[config.mk]
export PLATFORM = sky130hd
export DESIGN_NAME = mlp_pad_config
export DESIGN_NICKNAME = d
export VERILOG_FILES = /design/src/rtl/mlp_pkg.sv /design/src/rtl/mlp_pad_config.sv
export SDC_FILE = /design/constraint.sdc
export NUM_CORES = 1
export LEC_CHECK = 0
export BUFFER_PORTS_ARGS = -buffer_cell sky130_fd_sc_hd__buf_2
export CAP_MARGIN = 20
export CORE_ASPECT_RATIO = 0.9
export CORE_MARGIN = 2
export CORE_UTILIZATION = 40
export CTS_CLUSTER_SIZE = 20
export DETAILED_ROUTE_END_ITERATION = 16
export GPL_TIMING_DRIVEN = 0
export PLACE_DENSITY = 0.73
export SYNTH_ARGS = -nofsm -noshare
export SYNTH_HDL_FRONTEND = slang
export SYNTH_SLANG_ARGS = --single-unit
[constraint.sdc]
create_clock -name i_clock -period 0.8 [get_ports i_clock]
set_clock_uncertainty 0.05 [all_clocks]
set_input_delay 0.16 -clock i_clock [delete_from_list [all_inputs] [get_ports i_clock]]
set_output_delay 0.16 -clock i_clock [all_outputs]
set_load 0.005 [all_outputs]
[src/rtl/mlp_pkg.sv]
// Purpose: Shared constants and carriers for the multi-lane pad configuration
// Assumes: One instance per serial master, three masters in the system
// Notes:   Mask bits 0..7 data pads, 8 clock pad, 9 data mask pad
package mlp_pkg;
	// Lane configuration codes
	localparam logic [3:0] one_lane_cs0   = 4'h1;
	localparam logic [3:0] one_lane_cs1   = 4'h2;
	localparam logic [3:0] two_lane_cs0   = 4'h5;
	localparam logic [3:0] two_lane_cs1   = 4'h6;
	localparam logic [3:0] four_lane_cs0  = 4'h9;
	localparam logic [3:0] four_lane_cs1  = 4'ha;
	localparam logic [3:0] eight_lane_cs0 = 4'hd;
	localparam logic [3:0] eight_lane_cs1 = 4'he;
	// Mixed phase codes
	localparam logic [2:0] uniform_width       = 3'h0;
	localparam logic [2:0] two_lane_data_only  = 3'h1;
	localparam logic [2:0] two_lane_addr_data  = 3'h3;
	localparam logic [2:0] four_lane_data_only = 3'h5;
	localparam logic [2:0] four_lane_addr_data = 3'h7;
	// Width as log2 of active lanes
	localparam logic [1:0] width_one   = 2'h0;
	localparam logic [1:0] width_two   = 2'h1;
	localparam logic [1:0] width_four  = 2'h2;
	localparam logic [1:0] width_eight = 2'h3;
	// Transfer phases
	localparam logic [1:0] phase_instr = 2'h0;
	localparam logic [1:0] phase_addr  = 2'h1;
	localparam logic [1:0] phase_data  = 2'h2;
	// Mask layout and expected masks
	localparam int         mask_clock_bit = 8;
	localparam int         mask_dm_bit    = 9;
	localparam logic [9:0] mask_one_sep   = 10'h103;
	localparam logic [9:0] mask_one       = 10'h101;
	localparam logic [9:0] mask_four      = 10'h10f;
	localparam logic [9:0] mask_four_alt  = 10'h1f0;
	localparam logic [9:0] mask_eight     = 10'h3ff;
	// Chip enable levels
	localparam logic [1:0] ce_idle = 2'h3;

	typedef struct packed {
		logic [3:0] lane_config_code;
		logic       separate_io_select;
		logic [2:0] mixed_phase_width;
		logic [9:0] pad_output_enable_mask;
	} mlp_cfg_t;

	typedef struct packed {
		logic       active;
		logic [1:0] phase;
		logic       rx;
		logic       auto_xfer;
	} mlp_xfer_t;

	typedef struct packed {
		logic [7:0] data;
		logic       data_mask;
	} mlp_lanes_t;
endpackage

[src/rtl/mlp_pad_config.sv]
// Purpose: Lane width, chip enable, pad enable and receive routing
// Assumes: Config and transfer inputs on i_clock, pad inputs asynchronous
// Notes:   All outputs registered, pad inputs pass two flops first
//
// Contract
// Each master supports one, two, four or eight lanes with a clock and exactly one of two CEs.
// Configurations pair a lane width with CE0 or CE1 and the clock pad is driven in every one.
// Serial uses lane 0 as output and lane 1 as input; wider modes make active lanes and octal mask two-way.
// Without separate IO a serial read returns on lane 0, so lane 0 is released while receiving.
// With separate IO set, receive input 0 takes pad lane 1, otherwise pad lane 0.
// Codes 1,2,5,6,9,0xA,0xD,0xE select serial, dual, quad, octal with CE0 or CE1.
// Mixed codes 0,1,3,5,7 give uniform, dual data, dual addr+data, quad data, quad addr+data.
// The output enable mask must match the mode: 0x103, 0x101, 0x10F (or 0x1F0), 0x3FF; the code accepts 0x1F0 only with code 0xA.
// Data pad 4 of any master is never used as a clock line.
// With a nonzero mixed code the instruction goes at base width and later phases widen for auto transfers.
// Mask bits 0-7 gate data pads, bit 8 the clock, bit 9 the mask pad, together with the lane role.
// Both CEs stay high except the selected one during an active transfer.
`timescale 1ns/1ps
module mlp_pad_config (
	// Clock and reset
	input  wire logic               i_clock,
	input  wire logic               i_resetn,
	// Configuration
	input  wire mlp_pkg::mlp_cfg_t  i_cfg,
	// Transfer state from the sequencer
	input  wire mlp_pkg::mlp_xfer_t i_xfer,
	input  wire logic               i_sclk,
	input  wire mlp_pkg::mlp_lanes_t i_tx,
	// Receive data to the sequencer
	output mlp_pkg::mlp_lanes_t     o_rx,
	// Pads
	input  wire mlp_pkg::mlp_lanes_t i_pad_in,
	output mlp_pkg::mlp_lanes_t     o_pad_out,
	output mlp_pkg::mlp_lanes_t     o_pad_oe_n,
	output logic                    o_pad_clk,
	output logic                    o_pad_clk_oe_n,
	output logic [1:0]              o_ce_n,
	// Status
	output logic [1:0]              o_lane_width,
	output logic                    o_cfg_error
);

	logic                cfg_valid;
	logic                cs_sel;
	logic [1:0]          base_w;
	logic                mix_valid;
	logic                mix_addr;
	logic [1:0]          mix_w;
	logic [1:0]          next_w;
	logic [9:0]          exp_mask;
	logic                mask_ok;
	logic [7:0]          next_data_oe_n;
	logic                next_dm_oe_n;
	mlp_pkg::mlp_lanes_t sync1;
	mlp_pkg::mlp_lanes_t sync2;

	// Lane code decode
	always_comb begin
		cfg_valid = 1'b1;
		cs_sel    = 1'b0;
		base_w    = mlp_pkg::width_one;
		unique case (i_cfg.lane_config_code)
			mlp_pkg::one_lane_cs0: begin
				base_w = mlp_pkg::width_one;
			end
			mlp_pkg::one_lane_cs1: begin
				base_w = mlp_pkg::width_one;
				cs_sel = 1'b1;
			end
			mlp_pkg::two_lane_cs0: begin
				base_w = mlp_pkg::width_two;
			end
			mlp_pkg::two_lane_cs1: begin
				base_w = mlp_pkg::width_two;
				cs_sel = 1'b1;
			end
			mlp_pkg::four_lane_cs0: begin
				base_w = mlp_pkg::width_four;
			end
			mlp_pkg::four_lane_cs1: begin
				base_w = mlp_pkg::width_four;
				cs_sel = 1'b1;
			end
			mlp_pkg::eight_lane_cs0: begin
				base_w = mlp_pkg::width_eight;
			end
			mlp_pkg::eight_lane_cs1: begin
				base_w = mlp_pkg::width_eight;
				cs_sel = 1'b1;
			end
			default: begin
				cfg_valid = 1'b0;
			end
		endcase
	end

	// Mixed phase decode
	always_comb begin
		mix_valid = 1'b1;
		mix_addr  = 1'b0;
		mix_w     = mlp_pkg::width_one;
		unique case (i_cfg.mixed_phase_width)
			mlp_pkg::uniform_width: begin
				mix_w = base_w;
			end
			mlp_pkg::two_lane_data_only: begin
				mix_w = mlp_pkg::width_two;
			end
			mlp_pkg::two_lane_addr_data: begin
				mix_w    = mlp_pkg::width_two;
				mix_addr = 1'b1;
			end
			mlp_pkg::four_lane_data_only: begin
				mix_w = mlp_pkg::width_four;
			end
			mlp_pkg::four_lane_addr_data: begin
				mix_w    = mlp_pkg::width_four;
				mix_addr = 1'b1;
			end
			default: begin
				mix_valid = 1'b0;
				mix_w     = base_w;
			end
		endcase
	end

	// Width per phase
	always_comb begin
		next_w = base_w;
		if (i_xfer.auto_xfer && i_cfg.mixed_phase_width != mlp_pkg::uniform_width) begin
			if (i_xfer.phase == mlp_pkg::phase_data) begin
				next_w = mix_w;
			end else if (i_xfer.phase == mlp_pkg::phase_addr && mix_addr) begin
				next_w = mix_w;
			end
		end
	end

	// Expected mask for the chosen mode
	always_comb begin
		exp_mask = mlp_pkg::mask_one;
		if (next_w == mlp_pkg::width_eight || base_w == mlp_pkg::width_eight) begin
			exp_mask = mlp_pkg::mask_eight;
		end else if (base_w == mlp_pkg::width_four || mix_w == mlp_pkg::width_four) begin
			exp_mask = mlp_pkg::mask_four;
		end else if (base_w == mlp_pkg::width_two || mix_w == mlp_pkg::width_two) begin
			exp_mask = mlp_pkg::mask_one_sep;
		end else if (i_cfg.separate_io_select) begin
			exp_mask = mlp_pkg::mask_one_sep;
		end
		mask_ok = (i_cfg.pad_output_enable_mask == exp_mask)
			|| (i_cfg.lane_config_code == mlp_pkg::four_lane_cs1
			&& i_cfg.pad_output_enable_mask == mlp_pkg::mask_four_alt);
	end

	// Data pad roles
	genvar g;
	generate
		for (g = 0; g < 8; g++) begin : g_lane
			localparam logic [1:0] need_w = (g < 2) ? mlp_pkg::width_two
				: (g < 4) ? mlp_pkg::width_four : mlp_pkg::width_eight;
			logic role;
			always_comb begin
				role = 1'b0;
				if (next_w == mlp_pkg::width_one) begin
					// Lane 0 out, lane 1 in; lane 0 freed on a shared read
					role = (g == 0) && (!i_xfer.rx || i_cfg.separate_io_select);
				end else begin
					role = (next_w >= need_w) && !i_xfer.rx;
				end
			end
			assign next_data_oe_n[g] = !(role && i_xfer.active && cfg_valid
				&& i_cfg.pad_output_enable_mask[g]);
		end
	endgenerate

	assign next_dm_oe_n = !(next_w == mlp_pkg::width_eight && i_xfer.active
		&& !i_xfer.rx && cfg_valid
		&& i_cfg.pad_output_enable_mask[mlp_pkg::mask_dm_bit]);

	// Pad input synchroniser
	always_ff @(posedge i_clock or negedge i_resetn) begin
		if (!i_resetn) begin
			sync1 <= '0;
			sync2 <= '0;
		end else begin
			sync1 <= i_pad_in;
			sync2 <= sync1;
		end
	end

	// Receive routing
	always_ff @(posedge i_clock or negedge i_resetn) begin
		if (!i_resetn) begin
			o_rx <= '0;
		end else begin
			o_rx           <= sync2;
			o_rx.data[0]   <= i_cfg.separate_io_select ? sync2.data[1] : sync2.data[0];
		end
	end

	// Pad drive
	always_ff @(posedge i_clock or negedge i_resetn) begin
		if (!i_resetn) begin
			o_pad_out      <= '0;
			o_pad_oe_n     <= '1;
			o_pad_clk      <= 1'b0;
			o_pad_clk_oe_n <= 1'b1;
		end else begin
			o_pad_out       <= i_tx;
			o_pad_oe_n.data <= next_data_oe_n;
			o_pad_oe_n.data_mask <= next_dm_oe_n;
			o_pad_clk       <= i_sclk;
			o_pad_clk_oe_n  <= !(cfg_valid
				&& i_cfg.pad_output_enable_mask[mlp_pkg::mask_clock_bit]);
		end
	end

	// Chip enables
	always_ff @(posedge i_clock or negedge i_resetn) begin
		if (!i_resetn) begin
			o_ce_n <= mlp_pkg::ce_idle;
		end else if (i_xfer.active && cfg_valid) begin
			o_ce_n <= cs_sel ? 2'h1 : 2'h2;
		end else begin
			o_ce_n <= mlp_pkg::ce_idle;
		end
	end

	// Status
	always_ff @(posedge i_clock or negedge i_resetn) begin
		if (!i_resetn) begin
			o_lane_width <= mlp_pkg::width_one;
			o_cfg_error  <= 1'b0;
		end else begin
			o_lane_width <= next_w;
			o_cfg_error  <= !(cfg_valid && mix_valid && mask_ok);
		end
	end
endmodule

Yosys cells after proc, flatten, opt, wreduce, memory -nomap -nowiden
Cells that the tools add are included.

word-level totals
  register bits = 52
  output and inout port bits = 34

operators by class
  magnitude comparators = 3
  equality and inequality tests = 22
  muxes and demuxes = 20
  reductions and logical operators = 59

operators by type and width
  operator                                                                 count
  1-bit logical AND                                                        30
  4-bit equality test (second input constant)                              4
  2-bit 2-to-1 mux                                                         7
  1-bit zero test                                                          12
  2-bit OR reduction                                                       6
  10-bit equality test                                                     1
  10-bit by 9-bit equality test with 1-bit output (second input constant)  1
  2-bit equality test (second input constant)                              5
  10-bit 2-to-1 mux                                                        1
  1-bit 2-to-1 mux                                                         9
  4-bit by 3-bit equality test with 1-bit output (second input constant)   2
  8-bit OR reduction                                                       1
  2-bit by 1-bit equality test with 1-bit output (second input constant)   3
  3-bit equality test (second input constant)                              2
  2-bit case mux with 3 select lines                                       1
  1-bit logical OR                                                         5
  5-bit OR reduction                                                       1
  4-bit by 1-bit equality test with 1-bit output (second input constant)   1
  4-bit by 2-bit equality test with 1-bit output (second input constant)   1
  2-bit >= comparator (second input constant)                              2
  4-bit 2-to-1 mux                                                         1
  2-bit case mux with 2 select lines                                       1
  4-bit OR reduction                                                       1
  3-bit by 1-bit equality test with 1-bit output (second input constant)   1
  other kinds (5)                                                          5

Logic depth before layout (Yosys ltp)
Gate-level depths: netlist of the first run.

  depth after elaboration = 14
  depth in mapped cells = 5
  depth with buffers taken out = 5

Worst setup path before layout of the first run
No wires, ideal clock.

  path type = input to register
  start point = input i_cfg[14] (netlist bit)
  end point = register o_cfg_error
  library setup time = 0.150 ns
  data arrival time = 1.177 ns
  data required time = 0.600 ns
  setup slack = -0.577 ns
  stages on the path = 5
  path buffers = 0
  path through = xor2_2 -> a2111oi_1 -> xnor2_1 -> a211oi_1 -> o221ai_1

between the ends
  word-level cells in the longest chain between the ends = 14

RTL lines
  element                                      line                   source
  start: declaration                           mlp_pad_config.sv:24   input wire mlp_pkg::mlp_cfg_t i_cfg,
  4-bit equality test (tied with other cells)  mlp_pad_config.sv:62   unique case (i_cfg.lane_config_code)
  2-bit OR reduction (no line)                 --
  2-bit case mux with 3 select lines           mlp_pad_config.sv:62
  2-bit case mux with 2 select lines           mlp_pad_config.sv:102  unique case (i_cfg.mixed_phase_width)
  2-bit 2-to-1 mux                             mlp_pad_config.sv:133  end else if (i_xfer.phase == mlp_pkg::phase_addr && mix_addr) begin
  2-bit 2-to-1 mux                             mlp_pad_config.sv:131  if (i_xfer.phase == mlp_pkg::phase_data) begin
  2-bit 2-to-1 mux                             mlp_pad_config.sv:130  if (i_xfer.auto_xfer && i_cfg.mixed_phase_width != mlp_pkg::uniform_width) begin
  2-bit equality test                          mlp_pad_config.sv:142  if (next_w == mlp_pkg::width_eight || base_w == mlp_pkg::width_eight) begin
  1-bit logical OR                             mlp_pad_config.sv:142
  10-bit 2-to-1 mux                            mlp_pad_config.sv:142
  10-bit equality test                         mlp_pad_config.sv:151  mask_ok = (i_cfg.pad_output_enable_mask == exp_mask)
  1-bit logical OR                             mlp_pad_config.sv:152  || (i_cfg.lane_config_code == mlp_pkg::four_lane_cs1
  1-bit logical AND *                          mlp_pad_config.sv:237  o_cfg_error <= !(cfg_valid && mix_valid && mask_ok);
  1-bit zero test *                            mlp_pad_config.sv:237
  end signal: assignment                       mlp_pad_config.sv:237
  end: declaration                             mlp_pad_config.sv:40   output logic o_cfg_error

Every way passes the cells marked *; elsewhere a longest branch is shown, timed or not.

Worst setup path in the final report of the first run
Ends and elaborated chain as after synthesis.

==> impl_metrics.toml, run 1 <==
[cts]
cts_made_buffers = 5
cts_hold_buf = 28
cts.htree.levels = 2
cts.path.max_buffers = 2
clock-root-buffer = "clkbuf_8"
cts.clk_slew.worst_paths_ns = 0.09
clk_latency_ns = 0.31
clkSinkCount = 52
cts_tree = "built"

[grt]
grt.busiest_layer = "met2"
antenna_found_initial = 0
grt_use_total_pct = 18.30
grt_pass1_wl_um = 6272
grt_max_degree = 53
grt-ovfl-total = 0
grt_pass1_vias = 1329
grt_use_met3_pct = 4.355
grt_util_met1_pct = 21.67
grt_use_met2_pct = 31.02

[detailed_routing]
viasPerCell = 4.813
avgRoutedWirePerCell_um = 15.36
vias = 1309
antenna_left = 0
drt-total-wl_um = 4178
route.detailed.drc = 0
drtIter0Drc = 113
firstDrtPassIters = 4

[final_layout]
fin_cells = 272
nNetsFinal = 267
seqCellArea_sq_um = 1316
insertedDiodeCount = 0
fill_cells = 290
multi_input_area_sq_um = 460.4
syn2layout_area_growth_pct = 65.10
drive_gt1_share_pct = 54.91

[outcome]
outcome = "finished with violations"
violations = "negative hold slack, negative setup slack"

[setup_path]
critPathLaunchType = "input port"
worstSetupPathType = "in2reg"
crit_path_end_kind = "flip-flop"
reg2reg_from = "sync2[2]"
startpoint = "i_cfg[14]"
cp_max_fo = 5
arrival_ns = 1.38
worstPathRequired_ns = 0.94

[run]
maxCapViolations = 0

[logic_synthesis]
synth-edff-count = 0
synth_common_cells = "dfrtp_1, nand2_1, dfstp_2"
ys_top_cells_by_area = "dfrtp_1, dfstp_2, nand2_1"
synthesis.yosys.warnings = 0
netlist_area_sq_um = 1649
synthesis.nets = 148
yosysMostFrequentCell = "dfrtp_1"
synth_top_area_share_pct = 60.70
ys.flop_type = "dfrtp_1"
avgSynthCellArea_sq_um = 15.86
syn_inst = 104
yosys.area.top_type = "dfrtp_1"
synth-seq-area-share_pct = 79.82
synth.distinct_cells = 30
synth-async-reset-ratio_pct = 100.0
synth_seq_cells = 52

[pwr]
p_seq_share_pct = 56.2
power_density_nw_per_um2 = 1827
p_clk_share_pct = 30.8
p_int_mw = 3.744
peakVddDrop_mv = 1.347
swShare_pct = 24.71
p_comb_share_pct = 13.0
p_total_mw = 4.973
p_leak_nw = 1.230
switching_power_mw = 1.229

[floorplanning]
io_pins = 78
die-area_sq_um = 4653
dieWidth_um = 71.68
coreArea_sq_um = 4019
rows = 22
start_util_pct = 41.03
die_h_um = 64.92

[placed_design]
hpwl_um = 2576
gp_congestion = 0.9153
dpl_worst_slack_ns = -0.8224
dp.cells = 229
portBuffers = 77

[timing]
fin_crit_sh_pct = 155.1
slew_violations = 0
hold_slack_ns = -0.1946
rsz0062_at_grt = "yes"
finalHoldViolations = 40
finalWorstSetupSlack_ns = -0.4405
setup_viol_count_final = 46
timing.fmax_ghz = 0.8061
fin_tns_setup_ns = -11.03
min_period_ns = 1.241
tightest_slew_ns = 0.6134
maxSlewHeadroom_pct = 59.11

[hold_path]
hp-class = "in2async"
## logic make-up after synthesis
group / share of synthesized area [%]
flip-flops: 79.82
AO/OA/AOI/OAI: 4.249
AND/OR/NAND/NOR: 11.53
buffers and inverters: 0.4554
XOR/XNOR: 2.049
multiplexers: 1.897
## through the flow
stage / instance area (sq um) / utilization, %
floorplan: 1693 / -
global placement: 2138 / 53.21
detailed placement: 2138 / 53.21
CTS: 2646 / 65.85
global route: 2723 / 67.75
finish: 2723 / 67.75
## worst max-delay path, cell delays in order
cell	delay (ns)
buf_8	0.11
xor2_4	0.27
nand3_2	0.12
or3_1	0.34
a211oi_2	0.25
o221ai_2	0.12
## worst paths after layout
path,to,slack [ns],depth (start not counted)
hold reg to reg,sync2[0],0.31,0
setup / recovery,o_cfg_error,-0.44,6
max in group asynchronous,o_rx[5],0.49,1
setup reg to reg,o_rx[1],0,1
hold / removal,o_lane_width[1],-0.19,1
min in group i_clock,o_ce_n[0],0.03,2
## flip-flops by register name, summed over array words and instances (netlist names)
signal	count
o_pad_oe_n	9
o_pad_out	9
o_rx	9
sync1	9
sync2	9
o_ce_n	2
o_lane_width	2
o_cfg_error	1
o_pad_clk	1
o_pad_clk_oe_n	1
## power by group through the flow
| stage | logic [mW] | clock network (mW) | registers [mW] |
|---|---|---|---|
| 6_report | 0.648 | 1.53 | 2.79 |
| 5_1_grt | 0.696 | 1.72 | 2.80 |
| 4_1_cts | 0.602 | 1.59 | 2.79 |
| 3_5_place_dp | 0.417 | 0 | 2.84 |
| 3_3_place_gp | 0.400 | 0 | 2.83 |
| 2_1_floorplan | 0.105 | 0 | 2.85 |
## placed cells by master, fill, tap and decap left out, types with 3 or more instances in the layout
cell and instances:
dlygate4sd3_1 28, nand2_1 11, dfstp_2 12, dfrtp_1 40
clkbuf_8 5, buf_6 9, buf_4 6, buf_2 68
nand3b_1 3
## area by class of cell
class / instances / area share, %
multi-input combinational: 50 / 16.91
sequential: 52 / 48.35
clock buffer: 5 / 2.528
tap: 48 / 2.206
inverter: 2 / 0.2757
timing repair buffer: 112 / 28.72
clock inverter: 3 / 1.011
## per-layer routing
| layer | wire [um] | share of wire (%) | vias up |
|---|---|---|---|
| met3 | 215 | 5.1 | 15 |
| met1 | 1508 | 36 | 649 |
| li1 | - | - | 593 |
| met4 | 109 | 2.6 | 0 |
| met5 | 0 | 0 | - |
| met2 | 2344 | 56 | 52 |
## repair_timing
action,in CTS,in global routing
endpoints found under the setup margin,85,47
pin swaps,7,7
hold endpoints to repair,69,40
buffers inserted,5,3
resized for setup,18,11
Note: power is estimated with default switching activity, not from simulation.
==> inputs of run 2 (changes only) <==
--- a/config.mk
+++ b/config.mk
@@ -14,6 +14,7 @@
 export DETAILED_ROUTE_END_ITERATION = 16
 export GPL_TIMING_DRIVEN = 0
 export PLACE_DENSITY = 0.73
+export SETUP_SLACK_MARGIN = 0.05
 export SYNTH_ARGS = -nofsm -noshare
 export SYNTH_HDL_FRONTEND = slang
 export SYNTH_SLANG_ARGS = --single-unit
==> run 2 against run 1 <==
  * The flow still finishes with violations (negative hold slack, negative setup slack)
  * Register-to-register slack barely moved
  * Clock-buffer cell count rose by 1
  * Design area fell by 1.1%
  * Total power rose by 4.0%
  * Non-clock buffer count fell by 1
==> impl_metrics.toml, run 2 (same netlist as run 1, synthesis figures left out) <==
[outcome]
outcome = "finished with violations"
violations = "negative hold slack, negative setup slack"

[placed_design]
dp.cells = 229
portBuffers = 77
dpl_cell_area_sq_um = 2142
hpwl_um = 2528
gp_congestion = 0.7963

[grt]
grt-ovfl-total = 0
grt_pass1_vias = 1336
grt_use_total_pct = 17.51
grt_pass1_wl_um = 6134
grt_max_degree = 53
antenna_found_initial = 0

[setup_path]
crit_path_end_kind = "flip-flop"
r2r_setup_slack_ns = 0.01
cp_max_fo = 6
r2r_end = "o_rx[1]"
reg2reg_from = "sync2[2]"
worstSetupPathType = "in2reg"
worstPathRequired_ns = 0.92
critPathLaunchType = "input port"
worstRegToRegCells = 1
arrival_ns = 1.34

[timing]
slew_violations = 0
rsz0062_at_grt = "yes"
min_period_ns = 1.227
timing.fmax_ghz = 0.8152
setup_viol_count_final = 46
fin_crit_sh_pct = 153.3
finalHoldViolations = 40
finalWorstSetupSlack_ns = -0.4268
tightest_slew_ns = 0.6127
fin_tns_setup_ns = -11.72
hold_slack_ns = -0.1754
maxSlewHeadroom_pct = 59.16

[cts]
cts.htree.levels = 2
cts.path.max_buffers = 2
clk_latency_ns = 0.29
clkSinkCount = 52
cts_hold_buf = 27
clock-root-buffer = "clkbuf_8"
cts.clk_slew.worst_paths_ns = 0.09
cts_made_buffers = 5
cts_tree = "built"

[pwr]
p_comb_share_pct = 12.3
p_clk_share_pct = 33.7
power_density_nw_per_um2 = 1921
peakVddDrop_mv = 0.9411
switching_power_mw = 1.123
p_int_mw = 4.050
p_leak_nw = 1.220
p_seq_share_pct = 54.0
swShare_pct = 21.71

[detailed_routing]
viasPerCell = 4.786
route.detailed.drc = 0
drtIter0Drc = 95
vias = 1297
antenna_left = 0
avgRoutedWirePerCell_um = 14.85
drt-total-wl_um = 4024
firstDrtPassIters = 4

[floorplanning]
die_h_um = 64.92
start_util_pct = 41.03
rows = 22
dieWidth_um = 71.68
die-area_sq_um = 4653
io_pins = 78
coreArea_sq_um = 4019

[final_layout]
drive_gt1_share_pct = 53.36
nNetsFinal = 266
multi_input_area_sq_um = 422.9
layout_common_cells = "buf_2, dfrtp_1, dlygate4sd3_1, nand2_1, dfstp_2"
fill_cells = 293
final_common_cell = "buf_2"
seqCellArea_sq_um = 1316
stdcell_area_sq_um = 2693
syn2layout_area_growth_pct = 63.28
insertedDiodeCount = 0
fin_cells = 271

[run]
maxCapViolations = 0

[hold_path]
hp-class = "in2async"
[run 2: changes by cell type in the layout (fill, tap and decap cells not counted), sizes merged]
cell,before,now
bufinv,0,1
clkinv,1,0
clkinvlp,1,0
dlygate4sd3,28,27
clkbuf,5,6
[run 2: through the flow]
| stage | power (mW) | util [%] | setup slack [ns] | hold WS (ns) |
|---|---|---|---|---|
| 6_report | 5.173 | 67.00 | -0.4268 | -0.1754 |
| 5_1_grt | 5.395 | 67.00 | -0.4849 | -0.1235 |
| 4_1_cts | 5.197 | 65.44 | -0.4192 | -0.1601 |
| 3_5_place_dp | 3.263 | 53.30 | -0.8458 | 0.2193 |
| 3_3_place_gp | 3.236 | 53.30 | -0.7820 | 0.2181 |
| 2_1_floorplan | 2.956 | - | -0.4822 | -0.1856 |
[run 2: worst max path at each step]
stage,end,slack [ns],from,cells after the start
after floorplan,o_cfg_error,-0.48,i_cfg[17],5
after global placement,o_cfg_error,-0.78,i_cfg[15],6
after detailed placement,o_cfg_error,-0.85,i_cfg[15],6
after CTS,o_cfg_error,-0.42,i_cfg[14],6
after global routing,o_cfg_error,-0.48,i_cfg[15],6
final,o_cfg_error,-0.43,i_cfg[15],6
[run 2: critical path, cell delays in order]
cell and delay (ns):
buf_12 0.11, xor2_4 0.28, nand3_2 0.11, or3_4 0.34
a211oi_2 0.21, o221ai_1 0.13
[run 2: power by group through the flow]
stage | clock network (mW) | logic (mW) | registers (mW)
floorplan | 0 | 0.107 | 2.85
global placement | 0 | 0.403 | 2.83
detailed placement | 0 | 0.422 | 2.84
CTS | 1.82 | 0.590 | 2.79
global route | 1.90 | 0.687 | 2.80
finish | 1.74 | 0.638 | 2.79
[run 2: what timing repair did]
item / in CTS / in global routing
pin swaps: 9 / 5
setup buffers: 4 / 4
gates cloned: 0 / 0
hold endpoints to repair: 67 / 40
endpoints found under the setup margin: 86 / 47
resized for setup: 15 / 9
[run 2: metal layers]
layer / vias to the layer above / wire [um] / global-route usage (%)
met5: - / 0 / 0
met4: 0 / 133 / 11.32
met3: 14 / 263 / 4.821
met2: 63 / 2141 / 29.17
met1: 629 / 1486 / 19.71
li1: 591 / - / -
[run 2: cell type report]
type / count / share of cell area (%)
clock buffers: 6 / 2.695
clock inverters: 2 / 1.441
inverters: 2 / 0.2788
multi-input cells: 50 / 15.71
flip-flops and latches: 52 / 48.88
well taps: 48 / 2.230
repair buffers: 111 / 28.76
==> inputs of run 3 (changes only) <==
--- a/config.mk
+++ b/config.mk
@@ -6,7 +6,7 @@
 export NUM_CORES = 1
 export LEC_CHECK = 0
 export BUFFER_PORTS_ARGS = -buffer_cell sky130_fd_sc_hd__buf_2
-export CAP_MARGIN = 20
+export CAP_MARGIN = 10
 export CORE_ASPECT_RATIO = 0.9
 export CORE_MARGIN = 2
 export CORE_UTILIZATION = 40
@@ -14,6 +14,7 @@
 export DETAILED_ROUTE_END_ITERATION = 16
 export GPL_TIMING_DRIVEN = 0
 export PLACE_DENSITY = 0.73
+export RECOVER_POWER = 25
 export SETUP_SLACK_MARGIN = 0.05
 export SYNTH_ARGS = -nofsm -noshare
 export SYNTH_HDL_FRONTEND = slang
==> run 3 against run 2 <==
  * Sequential power hardly changed
  * Design area is 0.14% lower
  * The run still ends with negative hold slack, negative setup slack left
  * Sequential cell count stayed put
  * Utilization is 0.093 points lower
  * Largest cell class unchanged
  * Maximum frequency hardly changed
  * Die area stayed put
==> impl_metrics.toml, run 3 (same netlist as run 1, synthesis figures left out) <==
[setup_path]
arrival_ns = 1.34
worstRegToRegCells = 1
reg2reg_from = "sync2[2]"
worstPathRequired_ns = 0.92
worstSetupPathType = "in2reg"
critPathLaunchType = "input port"
r2r_setup_slack_ns = 0.01
crit_path_end_kind = "flip-flop"
cp_max_fo = 6
startpoint = "i_cfg[15]"

[final_layout]
drive_gt1_share_pct = 52.91
fill_cells = 295
layout_common_cells = "buf_2, dfrtp_1, dlygate4sd3_1, nand2_1, dfstp_2"
final_util_pct = 66.91
nNetsFinal = 266
syn2layout_area_growth_pct = 63.05
insertedDiodeCount = 0
final_common_cell = "buf_2"
seqCellArea_sq_um = 1316
multi_input_area_sq_um = 422.9

[grt]
grt_pass1_wl_um = 6134
grt-ovfl-total = 0
grt_max_degree = 53
grt_use_total_pct = 17.51
antenna_found_initial = 0
grt_pass1_vias = 1336

[detailed_routing]
firstDrtPassIters = 4
drt-total-wl_um = 4016
viasPerCell = 4.790
drtIter0Drc = 96
route.detailed.drc = 0
vias = 1298
avgRoutedWirePerCell_um = 14.82
antenna_left = 0

[outcome]
outcome = "finished with violations"
violations = "negative hold slack, negative setup slack"

[hold_path]
hp-class = "in2async"

[floorplanning]
coreArea_sq_um = 4019
dieWidth_um = 71.68
die-area_sq_um = 4653
die_h_um = 64.92
io_pins = 78
rows = 22
start_util_pct = 41.03

[pwr]
p_total_mw = 5.171
peakVddDrop_mv = 0.9431
p_leak_nw = 1.216
power_density_nw_per_um2 = 1923

[cts]
clkSinkCount = 52
clk_latency_ns = 0.29
cts.clk_slew.worst_paths_ns = 0.09
clock-root-buffer = "clkbuf_8"
cts.path.max_buffers = 2
cts_tree = "built"
cts_made_buffers = 5
cts_hold_buf = 27
cts.htree.levels = 2

[timing]
finalHoldViolations = 40
slew_violations = 0
min_period_ns = 1.226
fin_crit_sh_pct = 153.3
finalWorstSetupSlack_ns = -0.4262
timing.fmax_ghz = 0.8156
maxSlewHeadroom_pct = 55.77
rsz0062_at_grt = "yes"
tightest_slew_ns = 0.6634
setup_viol_count_final = 46
hold_slack_ns = -0.1323

[placed_design]
hpwl_um = 2528
portBuffers = 77
gp_congestion = 0.7963

[run]
maxCapViolations = 0
[run 3: cell count changes in the layout (fill, tap and decap cells not counted)]
| cell | previous run | this run |
|---|---|---|
| clkbuf_4 | 0 | 1 |
| clkbuf_1 | 1 | 2 |
| buf_4 | 6 | 4 |
[run 3: worst max-delay path, stage by stage]
cell	delay [ns]
buf_12	0.11
xor2_4	0.28
nand3_2	0.11
or3_4	0.34
a211oi_2	0.21
o221ai_1	0.13
[run 3: what timing repair did]
item / 4_1_cts / 5_1_grt
pin swaps: 9 / 5
gates resized for setup: 15 / 9
setup endpoints to repair: 86 / 47
setup buffers: 4 / 4
hold endpoints to repair: 67 / 40
gates cloned: 0 / 0
[run 3: worst paths after layout]
path,endpoint
worst max-delay path,o_cfg_error
worst min-delay path,sync2[5]
worst max register to register,o_rx[1]
worst min register to register,o_rx[5]
max in group asynchronous,o_lane_width[1]
min in group i_clock,o_ce_n[1]
[run 3: per-stage QoR]
| step | instances | cell area [sq um] | setup WS (ns) | TNS [ns] |
|---|---|---|---|---|
| final | 271 | 2689 | -0.4262 | -11.72 |
| after floorplan | 104 | 1697 | -0.4822 | -2.138 |
| after CTS | 268 | 2630 | -0.4192 | -10.44 |
| after global placement | 229 | 2142 | -0.7820 | -18.53 |
| after detailed placement | 229 | 2142 | -0.8458 | -23.34 |
| after global routing | 271 | 2689 | -0.4849 | -13.21 |
[run 3: final cells by class]
class / count / area share (%)
repair buffers: 111 / 28.66
well taps: 48 / 2.234
clock buffers: 6 / 2.699
flip-flops and latches: 52 / 48.95
inverters: 2 / 0.2792
multi-input cells: 50 / 15.73
clock inverters: 2 / 1.443
[run 3: report_power, final]
| group | leakage, nW | internal (mW) | switching (mW) |
|---|---|---|---|
| Combinational | 0.569 | 0.343 | 0.292 |
| Clock | 0.0558 | 0.945 | 0.799 |
| Sequential | 0.592 | 2.76 | 0.0317 |
| Total | 1.22 | 4.05 | 1.12 |
[run 3: layer usage]
metal	vias up	part of all wire (%)	global-route usage, %
met4	0	3.3	11.32
met2	63	53	29.17
met5	-	0	0
li1	592	-	-
met1	629	37	19.71
met3	14	6.5	4.821
